[config.mk]
export PLATFORM = sky130hd
export DESIGN_NAME = ucr_usart_clk_rx
export DESIGN_NICKNAME = d
export VERILOG_FILES = /design/src/ucr_pkg.sv /design/src/ucr_rx_queue.sv /design/src/ucr_usart_clk_rx.sv
export SDC_FILE = /design/constraint.sdc
export NUM_CORES = 1
export LEC_CHECK = 0
export ABC_AREA = 1
export BUFFER_PORTS_ARGS = -buffer_cell sky130_fd_sc_hd__buf_2
export CORE_MARGIN = 1
export CORE_UTILIZATION = 64
export CTS_BUF_LIST = sky130_fd_sc_hd__clkbuf_4
export DETAILED_ROUTE_END_ITERATION = 8
export GPL_ROUTABILITY_DRIVEN = 1
export PLACE_DENSITY = 0.88
export SLEW_MARGIN = 15
export SYNTH_ARGS = -nofsm -noshare
export SYNTH_HDL_FRONTEND = slang
export SYNTH_SLANG_ARGS = --single-unit
[constraint.sdc]
create_clock -name ref_clk_i -period 5.9 [get_ports ref_clk_i]
set_input_delay 0.59 -clock ref_clk_i [delete_from_list [all_inputs] [get_ports ref_clk_i]]
set_output_delay 0.59 -clock ref_clk_i [all_outputs]
set_load 0.1 [all_outputs]
[src/ucr_pkg.sv]
// ucr_pkg: register map, field positions, reset values, modes and types
// for the usart clock-mode and receive-buffer block.
// assumes a 32-bit apb register bus and a single 100 MHz system clock.
package ucr_pkg;

  // ==========================================================
  // register byte offsets
  localparam logic [7:0] OFF_CTRL_STATUS_A = 8'h00;
  localparam logic [7:0] OFF_CTRL_STATUS_B = 8'h04;
  localparam logic [7:0] OFF_CTRL_STATUS_C = 8'h08;
  localparam logic [7:0] OFF_BAUD_LO = 8'h0C;
  localparam logic [7:0] OFF_BAUD_HI = 8'h10;
  localparam logic [7:0] OFF_SERIAL_DATA = 8'h14;
  localparam logic [7:0] OFF_INT_STATUS = 8'h18;
  localparam logic [7:0] OFF_INT_MASK = 8'h1C;

  // ==========================================================
  // field positions
  localparam int BIT_RX_COMPLETE = 7;
  localparam int BIT_FRAME_ERROR = 4;
  localparam int BIT_OVERRUN = 3;
  localparam int BIT_DOUBLE_SPEED = 1;
  localparam int BIT_CHAR_SIZE_TOP = 2;
  localparam int BIT_NINTH_RX = 1;
  localparam int BIT_SYNC_SELECT = 6;
  localparam int BIT_XCK_DIRECTION = 0;
  localparam int BIT_EV_RX_DONE = 0;
  localparam int BIT_EV_OVERRUN = 1;
  localparam int BIT_EV_FRAME_ERR = 2;

  // ==========================================================
  // widths and reset values
  localparam int BAUD_W = 12;
  localparam int EV_W = 3;
  localparam logic [BAUD_W-1:0] RST_BAUD = 12'h000;
  localparam logic [EV_W-1:0] RST_INT_MASK = 3'h0;
  localparam logic RST_CTRL_BIT = 1'b0;

  // ==========================================================
  // recovery state counts per bit for each clock mode
  localparam logic [4:0] SPB_NORMAL = 5'h10;
  localparam logic [4:0] SPB_DOUBLE = 5'h08;
  localparam logic [4:0] SPB_SYNC = 5'h02;
  localparam int QUEUE_DEPTH = 2;
  localparam logic [3:0] LAST_BIT_8 = 4'h7;
  localparam logic [3:0] LAST_BIT_9 = 4'h8;

  typedef struct packed {
    logic frame_err;
    logic overrun;
    logic ninth;
    logic [7:0] data;
  } ucr_entry_t;

  typedef enum logic [2:0] {
    ST_IDLE = 3'b000,
    ST_START = 3'b001,
    ST_DATA = 3'b010,
    ST_STOP = 3'b011,
    ST_PARK = 3'b100
  } ucr_rx_state_t;

endpackage

[src/ucr_rx_queue.sv]
// ucr_rx_queue: two-entry circular receive store, oldest entry out first.
// assumes push is never raised while full; the head is a register and
// follows the queue one cycle later.
`timescale 1ns/1ps
module ucr_rx_queue (
  // clock and reset
  input wire logic ref_clk_i,
  input wire logic arst_n_i,
  // write side
  input wire logic push_i,
  input wire ucr_pkg::ucr_entry_t push_entry_i,
  // read side
  input wire logic pop_i,
  output ucr_pkg::ucr_entry_t head_o,
  output logic head_valid_o,
  output logic full_o,
  output logic [1:0] count_o
);

  ucr_pkg::ucr_entry_t mem [ucr_pkg::QUEUE_DEPTH];
  logic wr_ptr;
  logic rd_ptr;
  logic do_pop;

  assign do_pop = pop_i && (count_o != 2'h0);

  // ==========================================================
  // storage and pointers
  // circular fifo order
  always_ff @(posedge ref_clk_i or negedge arst_n_i) begin
    if (!arst_n_i) begin
      wr_ptr <= 1'b0;
      rd_ptr <= 1'b0;
      count_o <= 2'h0;
      mem[0] <= '0;
      mem[1] <= '0;
    end else begin
      if (push_i) begin
        mem[wr_ptr] <= push_entry_i;
        wr_ptr <= ~wr_ptr;
      end
      if (do_pop) begin
        rd_ptr <= ~rd_ptr;
      end
      count_o <= 2'(count_o + {1'b0, push_i} - {1'b0, do_pop});
    end
  end

  // head advances after pop
  always_ff @(posedge ref_clk_i or negedge arst_n_i) begin
    if (!arst_n_i) begin
      head_o <= '0;
      head_valid_o <= 1'b0;
      full_o <= 1'b0;
    end else begin
      head_o <= mem[rd_ptr];
      head_valid_o <= (count_o != 2'h0);
      full_o <= (2'(count_o + {1'b0, push_i} - {1'b0, do_pop}) == 2'h2);
    end
  end
endmodule

[src/ucr_usart_clk_rx.sv]
// ucr_usart_clk_rx: usart clock generator (four modes) and receiver with
// a two-entry receive queue plus the shift register as a third level.
// assumes an apb master on ref_clk_i; rxd and xck pins are asynchronous.
//
// Functional notes
// The two receive holding registers form a fifo delivering characters in arrival order.
// Software reads the data port once per character, since each read advances the queue.
// Frame error, overrun and ninth bit are stored with each character and advance with it.
// Software reads the status bits before the data port or loses that character's status.
// With both holding registers full the shift register keeps the finished character.
// A parked character stays only until a new start bit arrives while the queue is full.
// Four clock modes exist and supply base ticks to transmitter and receiver.
// The sync-select bit in control register C picks synchronous operation when one.
// The double-speed bit in control register A acts only in asynchronous mode.
// In synchronous mode the transfer clock direction picks master (out) or slave (in).
// The transfer clock pin is used only in synchronous mode.
// The char-size top bit and overrun flag keep the legacy bit positions and function.
// The baud down-counter reloads at zero or on a divisor low write and ticks at zero.
// The transmitter divides the tick by 2, 8 or 16 and the receiver uses that many states.
// The slave transfer clock passes a synchroniser and edge detector, two cycles late.
// A data port read pops the oldest entry and shows the next entry's status bits.
//
// Local design decisions: the placing of the registers and the APB register port.
`timescale 1ns/1ps
module ucr_usart_clk_rx (
  // clock and reset
  input wire logic ref_clk_i,
  input wire logic arst_n_i,
  // apb slave
  input wire logic psel_i,
  input wire logic penable_i,
  input wire logic pwrite_i,
  input wire logic [7:0] paddr_i,
  input wire logic [31:0] pwdata_i,
  output logic [31:0] prdata_o,
  output logic pready_o,
  output logic pslverr_o,
  // serial pins
  input wire logic rxd_i,
  input wire logic xck_i,
  output logic xck_o,
  output logic xck_oe_o,
  // transmitter base tick and interrupt
  output logic tx_tick_o,
  output logic irq_o
);

  // ==========================================================
  // helpers
  function automatic logic [4:0] spb(input logic sync, input logic dbl);
    if (sync) begin
      return ucr_pkg::SPB_SYNC;
    end else if (dbl) begin
      return ucr_pkg::SPB_DOUBLE;
    end
    return ucr_pkg::SPB_NORMAL;
  endfunction

  function automatic logic hit(input logic [7:0] a, input logic [7:0] off);
    return a == off;
  endfunction

  // ==========================================================
  // apb slave
  logic setup_done;
  logic wr_done;
  logic rd_done;
  logic double_speed;
  logic char_size_top;
  logic sync_select;
  logic xck_dir;
  logic [ucr_pkg::BAUD_W-1:0] baud_div;
  logic [ucr_pkg::EV_W-1:0] int_sts;
  logic [ucr_pkg::EV_W-1:0] int_mask;
  logic [ucr_pkg::EV_W-1:0] events;
  logic mapped;
  logic [31:0] rd_mux;
  ucr_pkg::ucr_entry_t head;
  logic head_valid;
  logic q_full;
  logic [1:0] q_count;

  assign setup_done = psel_i && penable_i && !pready_o;
  assign wr_done = psel_i && penable_i && pready_o && pwrite_i;
  assign rd_done = psel_i && penable_i && pready_o && !pwrite_i;
  assign mapped = (paddr_i[1:0] == 2'h0) && (paddr_i[7:2] <= 6'h07);

  always_comb begin
    rd_mux = 32'h0000_0000;
    case (paddr_i)
      // legacy bit positions
      ucr_pkg::OFF_CTRL_STATUS_A: begin
        rd_mux[ucr_pkg::BIT_RX_COMPLETE] = head_valid;
        rd_mux[ucr_pkg::BIT_FRAME_ERROR] = head_valid && head.frame_err;
        rd_mux[ucr_pkg::BIT_OVERRUN] = head_valid && head.overrun;
        rd_mux[ucr_pkg::BIT_DOUBLE_SPEED] = double_speed;
      end
      ucr_pkg::OFF_CTRL_STATUS_B: begin
        rd_mux[ucr_pkg::BIT_CHAR_SIZE_TOP] = char_size_top;
        rd_mux[ucr_pkg::BIT_NINTH_RX] = head_valid && head.ninth;
      end
      ucr_pkg::OFF_CTRL_STATUS_C: begin
        rd_mux[ucr_pkg::BIT_SYNC_SELECT] = sync_select;
        rd_mux[ucr_pkg::BIT_XCK_DIRECTION] = xck_dir;
      end
      ucr_pkg::OFF_BAUD_LO: rd_mux[7:0] = baud_div[7:0];
      ucr_pkg::OFF_BAUD_HI: rd_mux[3:0] = baud_div[11:8];
      ucr_pkg::OFF_SERIAL_DATA: rd_mux[7:0] = head.data;
      ucr_pkg::OFF_INT_STATUS: rd_mux[ucr_pkg::EV_W-1:0] = int_sts;
      ucr_pkg::OFF_INT_MASK: rd_mux[ucr_pkg::EV_W-1:0] = int_mask;
      default: rd_mux = 32'h0000_0000;
    endcase
  end

  // one wait state: answer registered in the access phase
  always_ff @(posedge ref_clk_i or negedge arst_n_i) begin
    if (!arst_n_i) begin
      pready_o <= 1'b0;
      prdata_o <= 32'h0000_0000;
      pslverr_o <= 1'b0;
    end else begin
      pready_o <= setup_done;
      prdata_o <= setup_done ? rd_mux : 32'h0000_0000;
      pslverr_o <= setup_done && !mapped;
    end
  end

  // control bits
  always_ff @(posedge ref_clk_i or negedge arst_n_i) begin
    if (!arst_n_i) begin
      double_speed <= ucr_pkg::RST_CTRL_BIT;
      char_size_top <= ucr_pkg::RST_CTRL_BIT;
      sync_select <= ucr_pkg::RST_CTRL_BIT;
      xck_dir <= ucr_pkg::RST_CTRL_BIT;
      baud_div <= ucr_pkg::RST_BAUD;
      int_mask <= ucr_pkg::RST_INT_MASK;
    end else if (wr_done) begin
      case (paddr_i)
        ucr_pkg::OFF_CTRL_STATUS_A: double_speed <= pwdata_i[ucr_pkg::BIT_DOUBLE_SPEED];
        ucr_pkg::OFF_CTRL_STATUS_B: char_size_top <= pwdata_i[ucr_pkg::BIT_CHAR_SIZE_TOP];
        ucr_pkg::OFF_CTRL_STATUS_C: begin
          sync_select <= pwdata_i[ucr_pkg::BIT_SYNC_SELECT];
          xck_dir <= pwdata_i[ucr_pkg::BIT_XCK_DIRECTION];
        end
        ucr_pkg::OFF_BAUD_LO: baud_div[7:0] <= pwdata_i[7:0];
        ucr_pkg::OFF_BAUD_HI: baud_div[11:8] <= pwdata_i[3:0];
        ucr_pkg::OFF_INT_MASK: int_mask <= pwdata_i[ucr_pkg::EV_W-1:0];
        default: ;
      endcase
    end
  end

  // sticky events, write one to clear; a new event beats the clear
  always_ff @(posedge ref_clk_i or negedge arst_n_i) begin
    if (!arst_n_i) begin
      int_sts <= '0;
      irq_o <= 1'b0;
    end else begin
      int_sts <= (int_sts & ~((wr_done && hit(paddr_i, ucr_pkg::OFF_INT_STATUS)) ?
                 pwdata_i[ucr_pkg::EV_W-1:0] : '0)) | events;
      irq_o <= |(int_sts & int_mask);
    end
  end

  // ==========================================================
  // baud generator and clock modes
  logic [ucr_pkg::BAUD_W-1:0] baud_cnt;
  logic baud_tick;
  logic div_lo_wr;
  logic sync_mode;
  logic master_mode;
  logic slave_mode;
  logic [4:0] states_per_bit;
  logic [4:0] tx_cnt;
  logic xck_s1;
  logic xck_s2;
  logic xck_s3;
  logic slave_rise;
  logic slave_fall;

  // one selects synchronous
  assign sync_mode = sync_select;
  // direction picks master or slave
  assign master_mode = sync_mode && xck_dir;
  assign slave_mode = sync_mode && !xck_dir;
  // double speed ignored when synchronous
  assign states_per_bit = spb(sync_mode, double_speed);
  assign baud_tick = (baud_cnt == '0);
  assign div_lo_wr = wr_done && hit(paddr_i, ucr_pkg::OFF_BAUD_LO);
  assign slave_rise = xck_s2 && !xck_s3;
  assign slave_fall = !xck_s2 && xck_s3;

  // reload at zero or low write
  always_ff @(posedge ref_clk_i or negedge arst_n_i) begin
    if (!arst_n_i) begin
      baud_cnt <= ucr_pkg::RST_BAUD;
    end else if (baud_tick || div_lo_wr) begin
      baud_cnt <= div_lo_wr ? {baud_div[11:8], pwdata_i[7:0]} : baud_div;
    end else begin
      baud_cnt <= baud_cnt - 12'h001;
    end
  end

  // two-stage synchroniser, then edge detect
  always_ff @(posedge ref_clk_i or negedge arst_n_i) begin
    if (!arst_n_i) begin
      xck_s1 <= 1'b0;
      xck_s2 <= 1'b0;
      xck_s3 <= 1'b0;
    end else begin
      xck_s1 <= xck_i;
      xck_s2 <= xck_s1;
      xck_s3 <= xck_s2;
    end
  end

  // transmit base tick and master clock
  always_ff @(posedge ref_clk_i or negedge arst_n_i) begin
    if (!arst_n_i) begin
      tx_cnt <= 5'h00;
      tx_tick_o <= 1'b0;
      xck_o <= 1'b0;
      xck_oe_o <= 1'b0;
    end else begin
      xck_oe_o <= master_mode;
      xck_o <= master_mode ? (xck_o ^ baud_tick) : 1'b0;
      if (slave_mode) begin
        tx_cnt <= 5'h00;
        tx_tick_o <= slave_rise;
      end else if (baud_tick) begin
        tx_cnt <= (tx_cnt >= states_per_bit - 5'h01) ? 5'h00 : tx_cnt + 5'h01;
        tx_tick_o <= (tx_cnt >= states_per_bit - 5'h01);
      end else begin
        tx_tick_o <= 1'b0;
      end
    end
  end

  // ==========================================================
  // receiver
  ucr_pkg::ucr_rx_state_t state;
  logic rxd_s1;
  logic rxd_s2;
  logic [4:0] smp_cnt;
  logic [3:0] bit_idx;
  logic [8:0] shift;
  logic frame_err;
  logic pend_dor;
  logic rx_step;
  logic at_point;
  logic push;
  logic pop;
  logic overrun_ev;
  ucr_pkg::ucr_entry_t push_entry;

  // sync sampling at falling clock edge; async on baud ticks
  assign rx_step = slave_mode ? slave_fall : (master_mode ? (baud_tick && xck_o) : baud_tick);
  assign at_point = sync_mode || (smp_cnt == ((state == ucr_pkg::ST_START) ?
                    {1'b0, states_per_bit[4:1]} - 5'h01 : states_per_bit - 5'h01));
  // parked character enters once room appears
  assign push = (state == ucr_pkg::ST_PARK) && !q_full;
  // every data port read pops
  assign pop = rd_done && hit(paddr_i, ucr_pkg::OFF_SERIAL_DATA);
  // new start bit while full drops the parked one
  // start bit taken on a sample step, as in idle, so sync frames stay aligned
  assign overrun_ev = (state == ucr_pkg::ST_PARK) && q_full && rx_step && !rxd_s2;
  assign events = {push && frame_err, overrun_ev, push};
  // status travels with the character
  assign push_entry = '{frame_err: frame_err, overrun: pend_dor,
                        ninth: char_size_top && shift[8],
                        data: shift[7:0]};

  always_ff @(posedge ref_clk_i or negedge arst_n_i) begin
    if (!arst_n_i) begin
      rxd_s1 <= 1'b1;
      rxd_s2 <= 1'b1;
    end else begin
      rxd_s1 <= rxd_i;
      rxd_s2 <= rxd_s1;
    end
  end

  // recovery counts the same states per bit
  always_ff @(posedge ref_clk_i or negedge arst_n_i) begin
    if (!arst_n_i) begin
      state <= ucr_pkg::ST_IDLE;
      smp_cnt <= 5'h00;
      bit_idx <= 4'h0;
      shift <= 9'h000;
      frame_err <= 1'b0;
    end else begin
      case (state)
        ucr_pkg::ST_IDLE: begin
          smp_cnt <= 5'h00;
          bit_idx <= 4'h0;
          if (rx_step && !rxd_s2) begin
            state <= sync_mode ? ucr_pkg::ST_DATA : ucr_pkg::ST_START;
            shift <= 9'h000;
          end
        end
        ucr_pkg::ST_START: begin
          if (rx_step) begin
            smp_cnt <= at_point ? 5'h00 : smp_cnt + 5'h01;
            // false start filtered at mid-bit
            if (at_point) begin
              state <= rxd_s2 ? ucr_pkg::ST_IDLE : ucr_pkg::ST_DATA;
            end
          end
        end
        ucr_pkg::ST_DATA: begin
          if (rx_step) begin
            smp_cnt <= at_point ? 5'h00 : smp_cnt + 5'h01;
            if (at_point) begin
              shift[bit_idx] <= rxd_s2;
              bit_idx <= bit_idx + 4'h1;
              if (bit_idx == (char_size_top ? ucr_pkg::LAST_BIT_9 : ucr_pkg::LAST_BIT_8)) begin
                state <= ucr_pkg::ST_STOP;
              end
            end
          end
        end
        ucr_pkg::ST_STOP: begin
          if (rx_step) begin
            smp_cnt <= at_point ? 5'h00 : smp_cnt + 5'h01;
            if (at_point) begin
              frame_err <= !rxd_s2;
              state <= ucr_pkg::ST_PARK;
            end
          end
        end
        ucr_pkg::ST_PARK: begin
          smp_cnt <= 5'h00;
          bit_idx <= 4'h0;
          if (push) begin
            state <= ucr_pkg::ST_IDLE;
          end else if (overrun_ev) begin
            state <= sync_mode ? ucr_pkg::ST_DATA : ucr_pkg::ST_START;
            shift <= 9'h000;
          end
        end
        default: state <= ucr_pkg::ST_IDLE;
      endcase
    end
  end

  // lost character is flagged on the next one stored
  always_ff @(posedge ref_clk_i or negedge arst_n_i) begin
    if (!arst_n_i) begin
      pend_dor <= 1'b0;
    end else if (overrun_ev) begin
      pend_dor <= 1'b1;
    end else if (push) begin
      pend_dor <= 1'b0;
    end
  end

  ucr_rx_queue u_queue (
    .ref_clk_i(ref_clk_i),
    .arst_n_i(arst_n_i),
    .push_i(push),
    .push_entry_i(push_entry),
    .pop_i(pop),
    .head_o(head),
    .head_valid_o(head_valid),
    .full_o(q_full),
    .count_o(q_count)
  );
endmodule

==> summary.txt, run 1 <==
Layout
  – N_diodes: 0
  – Footprint of the multi-input gates: 2510 um2
  – Finished Core Util: 0.718
  – Share of cells above drive strength 1: 0.158
  – FILL cells: 620
  – Register area: approximately 3000 um2
  – Filler-free cell count of the finished design: 863
  – Nets: 800
  – Area Growth Syn to Fin: 9.21%

Floorplan
  – Row count: 35
  – Core region area: 9150 um2
  – I/O Pins: 85
  – Die H: 99.0 um
  – Die width: 99.0 um
  – Die ar.: 9800 um2
  – Starting density of the core: 0.658

Placed design
  – I/O Buffers: 36
  – Cell total after placement: about 830
  – Placer Congestion: 0.887
  – Hpwl dp: around 8800 um
  – Dpl ws: 3.14 ns

Status
  – Status: finished, final reports clean

Clock network
  – Clk Latency, worst-skew pair: around 0.52 ns
  – Post-CTS setup buffers: 0
  – Root buf cell: clkbuf_4
  – H-tree depth: 4
  – CTS Buf Count: 17
  – Hold-fix buffers at CTS: 0
  – Clock tree buffer depth: 2
  – CTS tree: yes
  – Number of clock sinks: 120
  – Clock Pin Slew Worst Setup and Hold Paths: roughly 0.11 ns
  – Cts repair resizes: 0

Drt
  – DRC Markers: 0
  – WL per Instance: 14.8 um
  – Number of DRC markers in iteration 0: 306
  – DR pass1 iterations: 6
  – Vias: just under 5000
  – Vias per std cell: ~5.7
  – Final ANT Viol Nets: 0
  – Drt total wl: 12800 um

Pwr
  – PwrDens: between 300 and 400 nW/um2
  – Post-layout power: roughly 2.2 mW
  – P_leak: 3.37 nW
  – VDD IR max: 0.000189 V

Synthesis
  – Main combinational cell family by area after synthesis: simple AND/OR/NAND/NOR gates
  – Synthesized area per cell: just under 9 um2
  – Top-area cell type share of the netlist area: 0.491
  – Synth Instances: approximately 700
  – Multiplexer area fraction after synthesis: 0.0187
  – Asr flop ratio synth: 1.00
  – Synth warnings: 0
  – Synth Area in Simple Gates: 0.233
  – Adder-cell area share of the yosys netlist: 0.0270
  – Main synth FF type: dfrtp_1
  – XOR/XNOR share of the synthesized area: 0.0233
  – Post-synth EDFFs: 0
  – Register area share after synthesis: 0.499
  – Top cells by area, synth: dfrtp_1 (49%), nand2_1 (10%), o21ai_0 (5.4%)
  – Post-Syn Area: ~6000 um2
  – Area leader, netlist: dfrtp_1
  – Synth Register Bits: 120
  – Cell variety after synth: 46
  – Compound-Gate Fraction of Synth Area: 0.101

STA
  – Setup Skew: 0.0191 ns
  – Slew headroom: 0.311
  – Final Hold Viols: 0
  – Final Max Slew Viols: 0
  – Slew @ Worst Pin: 1.02 ns
  – Setup TNS: 0 ns
  – Slack of the critical path: 3.32 ns
  – RSZ-0062 raised after global routing: no
  – F_max: 0.387 GHz
  – Crit path time final: 2.58 ns
  – Final setup viols: 0
  – Final period util: 0.437

Global route
  – Initial antenna violation count: 0
  – Vias in the first global route: 4635
  – Gr usage total: 0.280
  – Pin count of the biggest net entering global routing: 65
  – First-pass GRT wire length: approximately 21000 um
  – Total grt overflow: 0

Critical path
  – CP cell instances: inv_1 > ha_1 > nand2_2 > nor2_4 > nand2_4 > inv_1 > ha_1 > nor2_1 > nor2_1 > nand3_2 > a21oi_4 > nand4_1 > nand2_1 > nand2_1
  – CP Launch Type: flip-flop
  – CP bufs+invs: 2
  – Crit path DAT: 2.98 ns
  – Cell family with most CP delay: simple AND/OR/NAND/NOR gates
  – Worst EP required: 6.30 ns
  – Worst path max stage delay: 0.43 ns
  – CP Max Fanout: 9
  – Kind of critical path: flip-flop to flip-flop
  – CP endpoint kind: flip-flop
  – CP max-delay cell: dfrtp_1

Hold path
  – HP Class: input pin to async pin

Flow run
  – Max-cap violations: 0
-- per-layer routing --
metal  wire length, um  share of wire  global-route usage  up-vias
met1              5180           0.41               0.344     2298
met5                 0              0                   0        -
met2              6440           0.50               0.477      236
met4               287          0.022               0.114        0
li1                  -              -                   -     2306
met3               856          0.067              0.0645       39
-- placed cells by master (no fill, tap or decap), types with 2 or more instances in the layout --
| master | instances |
|---|---|
| nand2_4 | 4 |
| o21ai_1 | 8 |
| conb_1 | 24 |
| nand3_2 | 3 |
| nand4_1 | 24 |
| nand2_1 | 160 |
| nor2_1 | 54 |
| inv_2 | 6 |
| o21ai_0 | 65 |
| nor2_2 | 7 |
| buf_4 | 2 |
| ha_1 | 13 |
| clkinv_2 | 3 |
| a31oi_1 | 9 |
| a21oi_4 | 2 |
| nand2_2 | 9 |
| xnor2_1 | 8 |
| xor2_1 | 8 |
| buf_2 | 35 |
| clkbuf_4 | 17 |
| nor3_1 | 4 |
| dfstp_2 | 2 |
| clkinv_4 | 2 |
| nor4_1 | 2 |
| dfrtp_1 | 118 |
| mux2_2 | 10 |
| nand3_1 | 25 |
| nor2_4 | 3 |
| inv_1 | 84 |
| bufinv_16 | 7 |
| a21oi_1 | 15 |
-- cell usage after synthesis (8+ instances only) --
cell	count
nand2_1	160
dfrtp_1	118
inv_1	84
o21ai_0	65
nor2_1	54
buf_4	26
nand3_1	25
nand4_1	24
a21oi_1	15
ha_1	13
mux2_2	10
a31oi_1	9
nand2_2	9
o21ai_1	8
xnor2_1	8
xor2_1	8
-- cell families after synthesis --
logic type | count (synthesis)
and+or+nand+nor | 302
other | 1
AOI/OAI and AO/OA | 108
adders and majority gates | 13
DFF | 120
buffers and inverters | 125
xor gates and xnor gates | 16
muxes | 10
-- per-stage QoR --
| step | cell area, um2 | hold slack [ns] |
|---|---|---|
| finish | 6570 | 0.107 |
| global route | 6570 | 0.143 |
| CTS | 6570 | 0.115 |
| detailed placement | 6190 | 0.347 |
| global placement | 6190 | 0.332 |
| floorplan | 6100 | 0.294 |
-- registers in the layout, summed over array words and instances, names as in the netlist, 2 cells and up --
signal / flops
u_queue.mem: 22
baud_cnt: 12
baud_div: 12
u_queue.head_o: 11
shift: 9
prdata_o: 8
smp_cnt: 5
tx_cnt: 5
bit_idx: 4
int_mask: 3
int_sts: 3
state: 3
u_queue.count_o: 2
-- report_power, final --
| part | total (mW) | internal [mW] | leakage, nW | switching [mW] |
|---|---|---|---|---|
| Sequential | 0.954 | 0.886 | 1.59 | 0.0671 |
| Combinational | 0.514 | 0.156 | 1.58 | 0.359 |
| Clock | 0.763 | 0.459 | 0.199 | 0.304 |
| Total | 2.23 | 1.50 | 3.37 | 0.730 |
-- layout make-up --
type / count / share of cell area
multi-input cells: 473 / 0.382
clock inverters: 14 / 0.0386
clock buffers: 17 / 0.0194
inverters: 91 / 0.0524
well taps: 111 / 0.0211
flip-flops and latches: 120 / 0.457
repair buffers: 37 / 0.0289
-- final timing paths --
check	from	endpoint	slack [ns]	cells after the start
max	baud_cnt[0]	shift[6]	3.32	14
min	arst_n_i	baud_cnt[3]	0.11	1
max reg2reg	baud_cnt[0]	shift[6]	3.32	14
min reg2reg	rxd_s1	rxd_s2	0.36	0
max in group asynchronous	arst_n_i	shift[8]	4.55	2
min in group ref_clk_i	xck_i	xck_s1	0.18	1
-- worst register-to-register path: stages (launching register included) --
cell and delay, ns:
dfrtp_1 0.43, inv_1 0.07, ha_1 0.21, nand2_2 0.10, nor2_4 0.16, nand2_4 0.10, inv_1 0.12, ha_1 0.16
nor2_1 0.05, nor2_1 0.32, nand3_2 0.21, a21oi_4 0.28, nand4_1 0.14, nand2_1 0.08, nand2_1 0.06
No activity file was read; power rests on OpenSTA's default activity.
==> run 2: changes to the inputs <==
--- a/config.mk
+++ b/config.mk
@@ -5,14 +5,14 @@
 export SDC_FILE = /design/constraint.sdc
 export NUM_CORES = 1
 export LEC_CHECK = 0
-export ABC_AREA = 1
+export ABC_AREA = 0
 export BUFFER_PORTS_ARGS = -buffer_cell sky130_fd_sc_hd__buf_2
 export CORE_MARGIN = 1
-export CORE_UTILIZATION = 64
+export CORE_UTILIZATION = 59
 export CTS_BUF_LIST = sky130_fd_sc_hd__clkbuf_4
 export DETAILED_ROUTE_END_ITERATION = 8
 export GPL_ROUTABILITY_DRIVEN = 1
-export PLACE_DENSITY = 0.88
+export PLACE_DENSITY = 0.82
 export SLEW_MARGIN = 15
 export SYNTH_ARGS = -nofsm -noshare
 export SYNTH_HDL_FRONTEND = slang
==> constraint.sdc (replaced) <==
create_clock -name ref_clk_i -period 2.5 [get_ports ref_clk_i]
set_input_delay 0.25 -clock ref_clk_i [delete_from_list [all_inputs] [get_ports ref_clk_i]]
set_output_delay 0.25 -clock ref_clk_i [all_outputs]
set_load 0.1 [all_outputs]
==> run 2 against run 1 <==
  * Core utilization rose by 1.6 points
  * Largest power group unchanged
  * Fmax fell by 3.6%
  * Sequential power rose by 140%
  * Die area rose by 4.8%
  * Combinational power rose by 98%
  * Flip-flop and latch count did not move
  * Via count fell by 9.1%
  * Critical endpoint is now shift[2]
  * Global-route usage rose by 0.18 points
  * Worst hold slack got worse by 0.055 ns
  * The flow now finishes with violations (setup timing)
  * Count of clock-buffer cells in the layout rose by 2
  * Synthesized cell count fell by 27%
  * Worst setup slack got worse by 3.5 ns
==> summary.txt, run 2 <==
Critical path
  – CP Launch Type: flip-flop
  – Reg2Reg Depth: 12
  – CP endpoint kind: flip-flop
  – Kind of critical path: flip-flop to flip-flop
  – CP Max Fanout: 7
  – Crit path DAT: 3.07 ns
  – Worst EP required: slightly below 3 ns

Drt
  – Drt total wl: 13700 um
  – DR pass1 iterations: 5
  – Number of DRC markers in iteration 0: 413
  – Vias per std cell: 6.00
  – WL per Instance: 18.5 um
  – Final ANT Viol Nets: 0
  – DRC Markers: 0
  – Vias: 4437

Synthesis
  – Area leader, netlist: dfrtp_1
  – Main synth FF type: dfrtp_1
  – Register area share after synthesis: 0.516
  – Post-synth EDFFs: 0
  – Asr flop ratio synth: 1.00
  – Top cells by area, synth: dfrtp_1 (51%), mux2_2 (11%), buf_4 (3.4%)
  – Cell variety after synth: between 60 and 70
  – Most numerous cell in the Yosys netlist: dfrtp_1
  – Synth warnings: 0
  – Synthesized area per cell: 11.4 um2
  – Top cells by count, synth: dfrtp_1 (118), mux2_2 (57), nand2_1 (43)
  – Synth Register Bits: 120
  – Top-area cell type share of the netlist area: 0.507
  – Synth Instances: 510
  – Post-Syn Area: about 5800 um2

Clock network
  – Clk Latency, worst-skew pair: between 0.5 and 0.6 ns
  – CTS Buf Count: 17
  – Clock tree buffer depth: 2
  – Clock Pin Slew Worst Setup and Hold Paths: 0.12 ns
  – Root buf cell: clkbuf_4
  – Number of clock sinks: 120
  – CTS tree: yes
  – H-tree depth: 4

Placed design
  – Dpl ws: -0.134 ns
  – Cell total after placement: 688
  – Placer Congestion: 0.958
  – Hpwl dp: 8780 um
  – I/O Buffers: 36
  – Post-DP Area: 6240 um2

Global route
  – Initial antenna violation count: 0
  – Pin count of the biggest net entering global routing: 69
  – Total grt overflow: 0
  – First-pass GRT wire length: around 22000 um
  – Vias in the first global route: 4359
  – Gr usage total: 0.281

Pwr
  – P_leak: 3.27 nW
  – VDD IR max: 0.000280 V
  – PwrDens: 712 nW/um2

STA
  – Final Hold Viols: 0
  – Setup TNS: -1.35 ns
  – Final period util: 1.07
  – Final Max Slew Viols: 0
  – F_max: 0.374 GHz
  – Setup Skew: 0.0204 ns
  – Slew headroom: 0.610
  – RSZ-0062 raised after global routing: yes
  – Slack of the critical path: -0.176 ns
  – Final setup viols: 14
  – Crit path time final: 2.68 ns
  – Slew @ Worst Pin: 0.582 ns

Layout
  – Share of cells above drive strength 1: 0.352
  – Footprint of the multi-input gates: 2710 um2
  – Area Growth Syn to Fin: 18.8%
  – N_diodes: 0
  – Register area: 3010 um2
  – Largest register FFs: 22
  – FILL cells: 583
  – Filler-free cell count of the finished design: 739
  – Most common cell after layout, fill and taps aside: dfrtp_1
  – Finished Core Util: 0.734
  – Biggest regs: u_queue.mem x22, baud_cnt x12, baud_div x12
  – Nets: roughly 660
  – Most flops, register: u_queue.mem
  – Most frequent cells in the layout: dfrtp_1 (117), mux2_2 (57), nand2_1 (42)
  – Final Cell Area: 6910 um2

Flow run
  – Max-cap violations: 0

Floorplan
  – Row count: 35
  – Die H: 101 um
  – Core region area: 9420 um2
  – Die ar.: 10300 um2
  – Die width: 101 um
  – Starting density of the core: 0.618
  – I/O Pins: 85

Status
  – Status: finished with violations
  – Failing checks: setup timing

Hold path
  – HP Class: input pin to flip-flop
  – Hold depth: 3
run 2: changes by cell type in the layout (fill, tap and decap cells not counted), sizes merged, moves of 6 or more:
cell	previous run	this run
nand4	25	1
buf	37	76
a32o	0	9
o21ai	74	19
nand2	173	44
inv	91	22
nand3	28	22
nor2	65	34
dlygate4sd3	0	8
a21o	0	6
a31oi	9	2
mux2	10	57
run 2: kinds of logic (layout without fill, tap and decap cells):
family / count (synthesis) / after routing / share of synthesized area
AO/OA/AOI/OAI: 83 / 83 / 0.108
XOR/XNOR: 18 / 18 / 0.0271
adder cells (fa/ha/maj): 13 / 13 / 0.0279
buffers and inverters: 61 / 138 / 0.0595
flip-flops: 120 / 120 / 0.516
multiplexers: 60 / 60 / 0.115
other: 1 / 24 / 0.000644
AND/OR/NAND/NOR: 154 / 154 / 0.145
run 2: layer usage:
metal,wire length [um],GRT usage
met1,5400,0.346
met2,6730,0.466
met3,946,0.0690
met4,606,0.140
met5,0,0
run 2: path summary, 6_finish.rpt:
| path | from | to | slack (ns) |
|---|---|---|---|
| setup reg to reg | baud_cnt[9] | shift[2] | -0.18 |
| setup / recovery | baud_cnt[9] | shift[2] | -0.18 |
| min in group asynchronous | arst_n_i | tx_cnt[2] | 0.18 |
| hold reg to reg | xck_s1 | xck_s2 | 0.36 |
| max in group asynchronous | arst_n_i | pready_o | 1.64 |
| hold / removal | paddr_i[5] | pslverr_o | 0.05 |
run 2: area by class of cell:
type,count,area share
inverter,22,0.0123
clock buffer,19,0.0206
multi-input combinational,352,0.391
clock inverter,13,0.0293
tap,129,0.0233
sequential,120,0.435
timing repair buffer,84,0.0880
run 2: worst max-delay path, stage by stage, from the launching register on:
cell and delay, ns:
dfrtp_1 0.41, nor4_2 0.33, buf_4 0.19, nand3_4 0.11
inv_4 0.10, ha_4 0.14, nand2_4 0.05, a21o_1 0.17
a221o_1 0.39, a21oi_4 0.19, buf_12 0.14, nand3_1 0.08
a32o_1 0.26
run 2: power by group:
group	switching, mW	internal [mW]
sequential	0.175	2.09
clock	0.727	0.910
combinational	0.579	0.438
total	1.48	3.44
run 2: metrics by stage:
step	power [mW]	hold WS, ns
finish	4.92	0.0525
global route	5.13	0.0228
CTS	4.87	0.00169
detailed placement	3.16	0.183
global placement	3.11	0.174
floorplan	2.88	-0.0456
run 2: what timing repair did:
item	CTS	global route
pin swaps	22	13
setup buffers	8	4
setup endpoints to repair	18	22
resized for setup	12	20
hold endpoints to repair	31	1
hold buffers	7	1
==> run 3: changes to the inputs <==
--- a/config.mk
+++ b/config.mk
@@ -6,13 +6,13 @@
 export NUM_CORES = 1
 export LEC_CHECK = 0
 export ABC_AREA = 0
-export BUFFER_PORTS_ARGS = -buffer_cell sky130_fd_sc_hd__buf_2
 export CORE_MARGIN = 1
-export CORE_UTILIZATION = 59
+export CORE_UTILIZATION = 65
 export CTS_BUF_LIST = sky130_fd_sc_hd__clkbuf_4
 export DETAILED_ROUTE_END_ITERATION = 8
+export DONT_BUFFER_PORTS = 1
 export GPL_ROUTABILITY_DRIVEN = 1
-export PLACE_DENSITY = 0.82
+export PLACE_DENSITY = 0.81
 export SLEW_MARGIN = 15
 export SYNTH_ARGS = -nofsm -noshare
 export SYNTH_HDL_FRONTEND = slang
==> run 3 against run 2 <==
  * The run ends with hold timing, setup timing left
  * Non-clock buffer count fell by 34
  * Flip-flop and latch count is the same
  * Final cell count decreased by 7.4%
  * Critical path type unchanged
  * Largest power group unchanged
  * Highest routed layer unchanged
==> summary.txt, run 3 (synthesis results as in run 2) <==
Status
  – Status: finished with violations
  – Failing checks: hold timing, setup timing

STA
  – Slew headroom: 0.421
  – F_max: 0.384 GHz
  – Final setup viols: 8
  – Final Max Slew Viols: 0
  – Final period util: 1.04
  – RSZ-0062 raised after global routing: yes
  – Slew @ Worst Pin: 0.869 ns
  – Final Hold Viols: between 100 and 150
  – Crit path time final: 2.61 ns
  – Setup Skew: ~0.017 ns
  – Slack of the critical path: -0.107 ns
  – Setup TNS: -0.681 ns
  – WHS: -0.585 ns

Placed design
  – Cell total after placement: 629
  – I/O Buffers: 0
  – Placer Congestion: 0.903
  – Hpwl dp: 8350 um

Layout
  – Most common cell after layout, fill and taps aside: dfrtp_1
  – Filler-free cell count of the finished design: 684
  – Finished Core Util: 0.764
  – Area Growth Syn to Fin: 13.9%
  – Largest register FFs: 22
  – Register area: 3010 um2
  – Biggest regs: u_queue.mem x22, baud_cnt x12, baud_div x12
  – Footprint of the multi-input gates: 2690 um2
  – Most frequent cells in the layout: dfrtp_1 (117), mux2_2 (57), nand2_1 (42)
  – Share of cells above drive strength 1: 0.293
  – Nets: 623
  – Most flops, register: u_queue.mem
  – N_diodes: 0
  – FILL cells: 560

Drt
  – Met3 Wirelength: 650 um
  – WL per Instance: ~18 um
  – DR top layer: met4
  – DR pass1 iterations: 5
  – Vias per std cell: 6.04
  – Final ANT Viol Nets: 0
  – Vias: 4131
  – Met2 wire length: 6310 um
  – Drt total wl: 12500 um
  – DRT met1 WL: 5250 um
  – DRC Markers: 0
  – Number of DRC markers in iteration 0: 236

Clock network
  – H-tree depth: 4
  – Number of clock sinks: 120
  – Hold-fix buffers at CTS: 14
  – Clock Pin Slew Worst Setup and Hold Paths: 0.12 ns
  – CTS Buf Count: 17
  – Clock tree buffer depth: 2
  – Root buf cell: clkbuf_4
  – Clk Latency, worst-skew pair: around 0.52 ns
  – CTS tree: yes

Floorplan
  – Starting density of the core: 0.671
  – I/O Pins: 85
  – Row count: 34
  – Die ar.: 9340 um2
  – Die H: just under 100 um
  – Core region area: 8680 um2
  – Die width: 96.6 um

Pwr
  – P_leak: 3.11 nW
  – VDD IR max: between 0.0003 and 0.0004 V
  – PwrDens: 670 nW/um2
  – Post-layout power: 4.44 mW

Critical path
  – CP endpoint kind: flip-flop
  – Kind of critical path: flip-flop to flip-flop
  – CP Max Fanout: 8
  – CP Launch Type: flip-flop
  – Crit path DAT: ~3.0 ns
  – Worst EP required: 2.92 ns

Global route
  – Gr usage total: 0.279
  – Vias in the first global route: 4148
  – First-pass GRT wire length: 20400 um
  – Pin count of the biggest net entering global routing: 121
  – Initial antenna violation count: 0
  – Total grt overflow: 0

Flow run
  – Max-cap violations: 0

Hold path
  – HP Class: input pin to async pin
run 3: cell types whose count changed in the layout (fill, tap and decap cells not counted), moves of 2 or more:
cell / previous run / this run
buf_2: 35 / 0
buf_4: 36 / 31
bufinv_16: 5 / 2
clkinv_1: 1 / 3
clkinv_2: 2 / 4
clkinvlp_4: 4 / 2
dlygate4sd3_1: 8 / 14
nand3_1: 16 / 14
nand3_2: 5 / 8
run 3: per-layer routing:
metal	global-route usage	vias to the layer above
met4	0.116	0
met2	0.448	150
met1	0.363	2078
met3	0.0701	22
li1	-	1881
met5	0	-
run 3: cell type report:
type | instances | area share
Timing Repair Buffer | 50 | 0.0674
Inverter | 22 | 0.0125
Multi-Input combinational cell | 352 | 0.406
Clock buffer | 18 | 0.0204
Sequential cell | 120 | 0.454
Clock inverter | 14 | 0.0200
Tap cell | 108 | 0.0204
run 3: path summary, 6_finish.rpt:
| kind | startpoint | to | slack [ns] | cells after the start |
|---|---|---|---|---|
| worst max-delay path | baud_cnt[1] | shift[4] | -0.11 | 13 |
| worst min register to register | rxd_s1 | rxd_s2 | 0.36 | 0 |
| worst max register to register | baud_cnt[1] | shift[4] | -0.11 | 13 |
| worst min-delay path | arst_n_i | prdata_o[7] | -0.58 | 0 |
| max in group asynchronous | arst_n_i | rxd_s1 | 2.86 | 0 |
| min in group ref_clk_i | paddr_i[3] | prdata_o[3] | 0.03 | 3 |
run 3: critical path, cell delays in order (launching register included):
cell     delay, ns
dfrtp_1       0.40
inv_1         0.10
ha_4          0.14
nor3b_4       0.19
nand3_2       0.13
inv_2         0.11
ha_4          0.13
nand2_2       0.05
a21o_1        0.20
a221o_1       0.42
a21oi_4       0.16
buf_12        0.14
nand3_1       0.07
a32o_2        0.26
run 3: report_power, final:
part / total [mW] / switching (mW) / internal [mW]
registers: 2.26 / 0.174 / 2.09
logic: 0.854 / 0.458 / 0.396
clock network: 1.33 / 0.734 / 0.592
run 3: repair_timing:
item | in CTS | in global routing
endpoints found under the hold margin | 147 | 120
setup buffers | 2 | 7
resized for setup | 9 | 20
endpoints found under the setup margin | 16 | 21
pin swaps | 0 | 16
run 3: metrics by stage:
step	instance area [um2]	worst slack [ns]
after floorplan	5910	0.0559
after global placement	6000	-0.00592
after detailed placement	6000	-0.0983
after CTS	6460	-0.105
after global routing	6630	-0.231
final	6630	-0.107
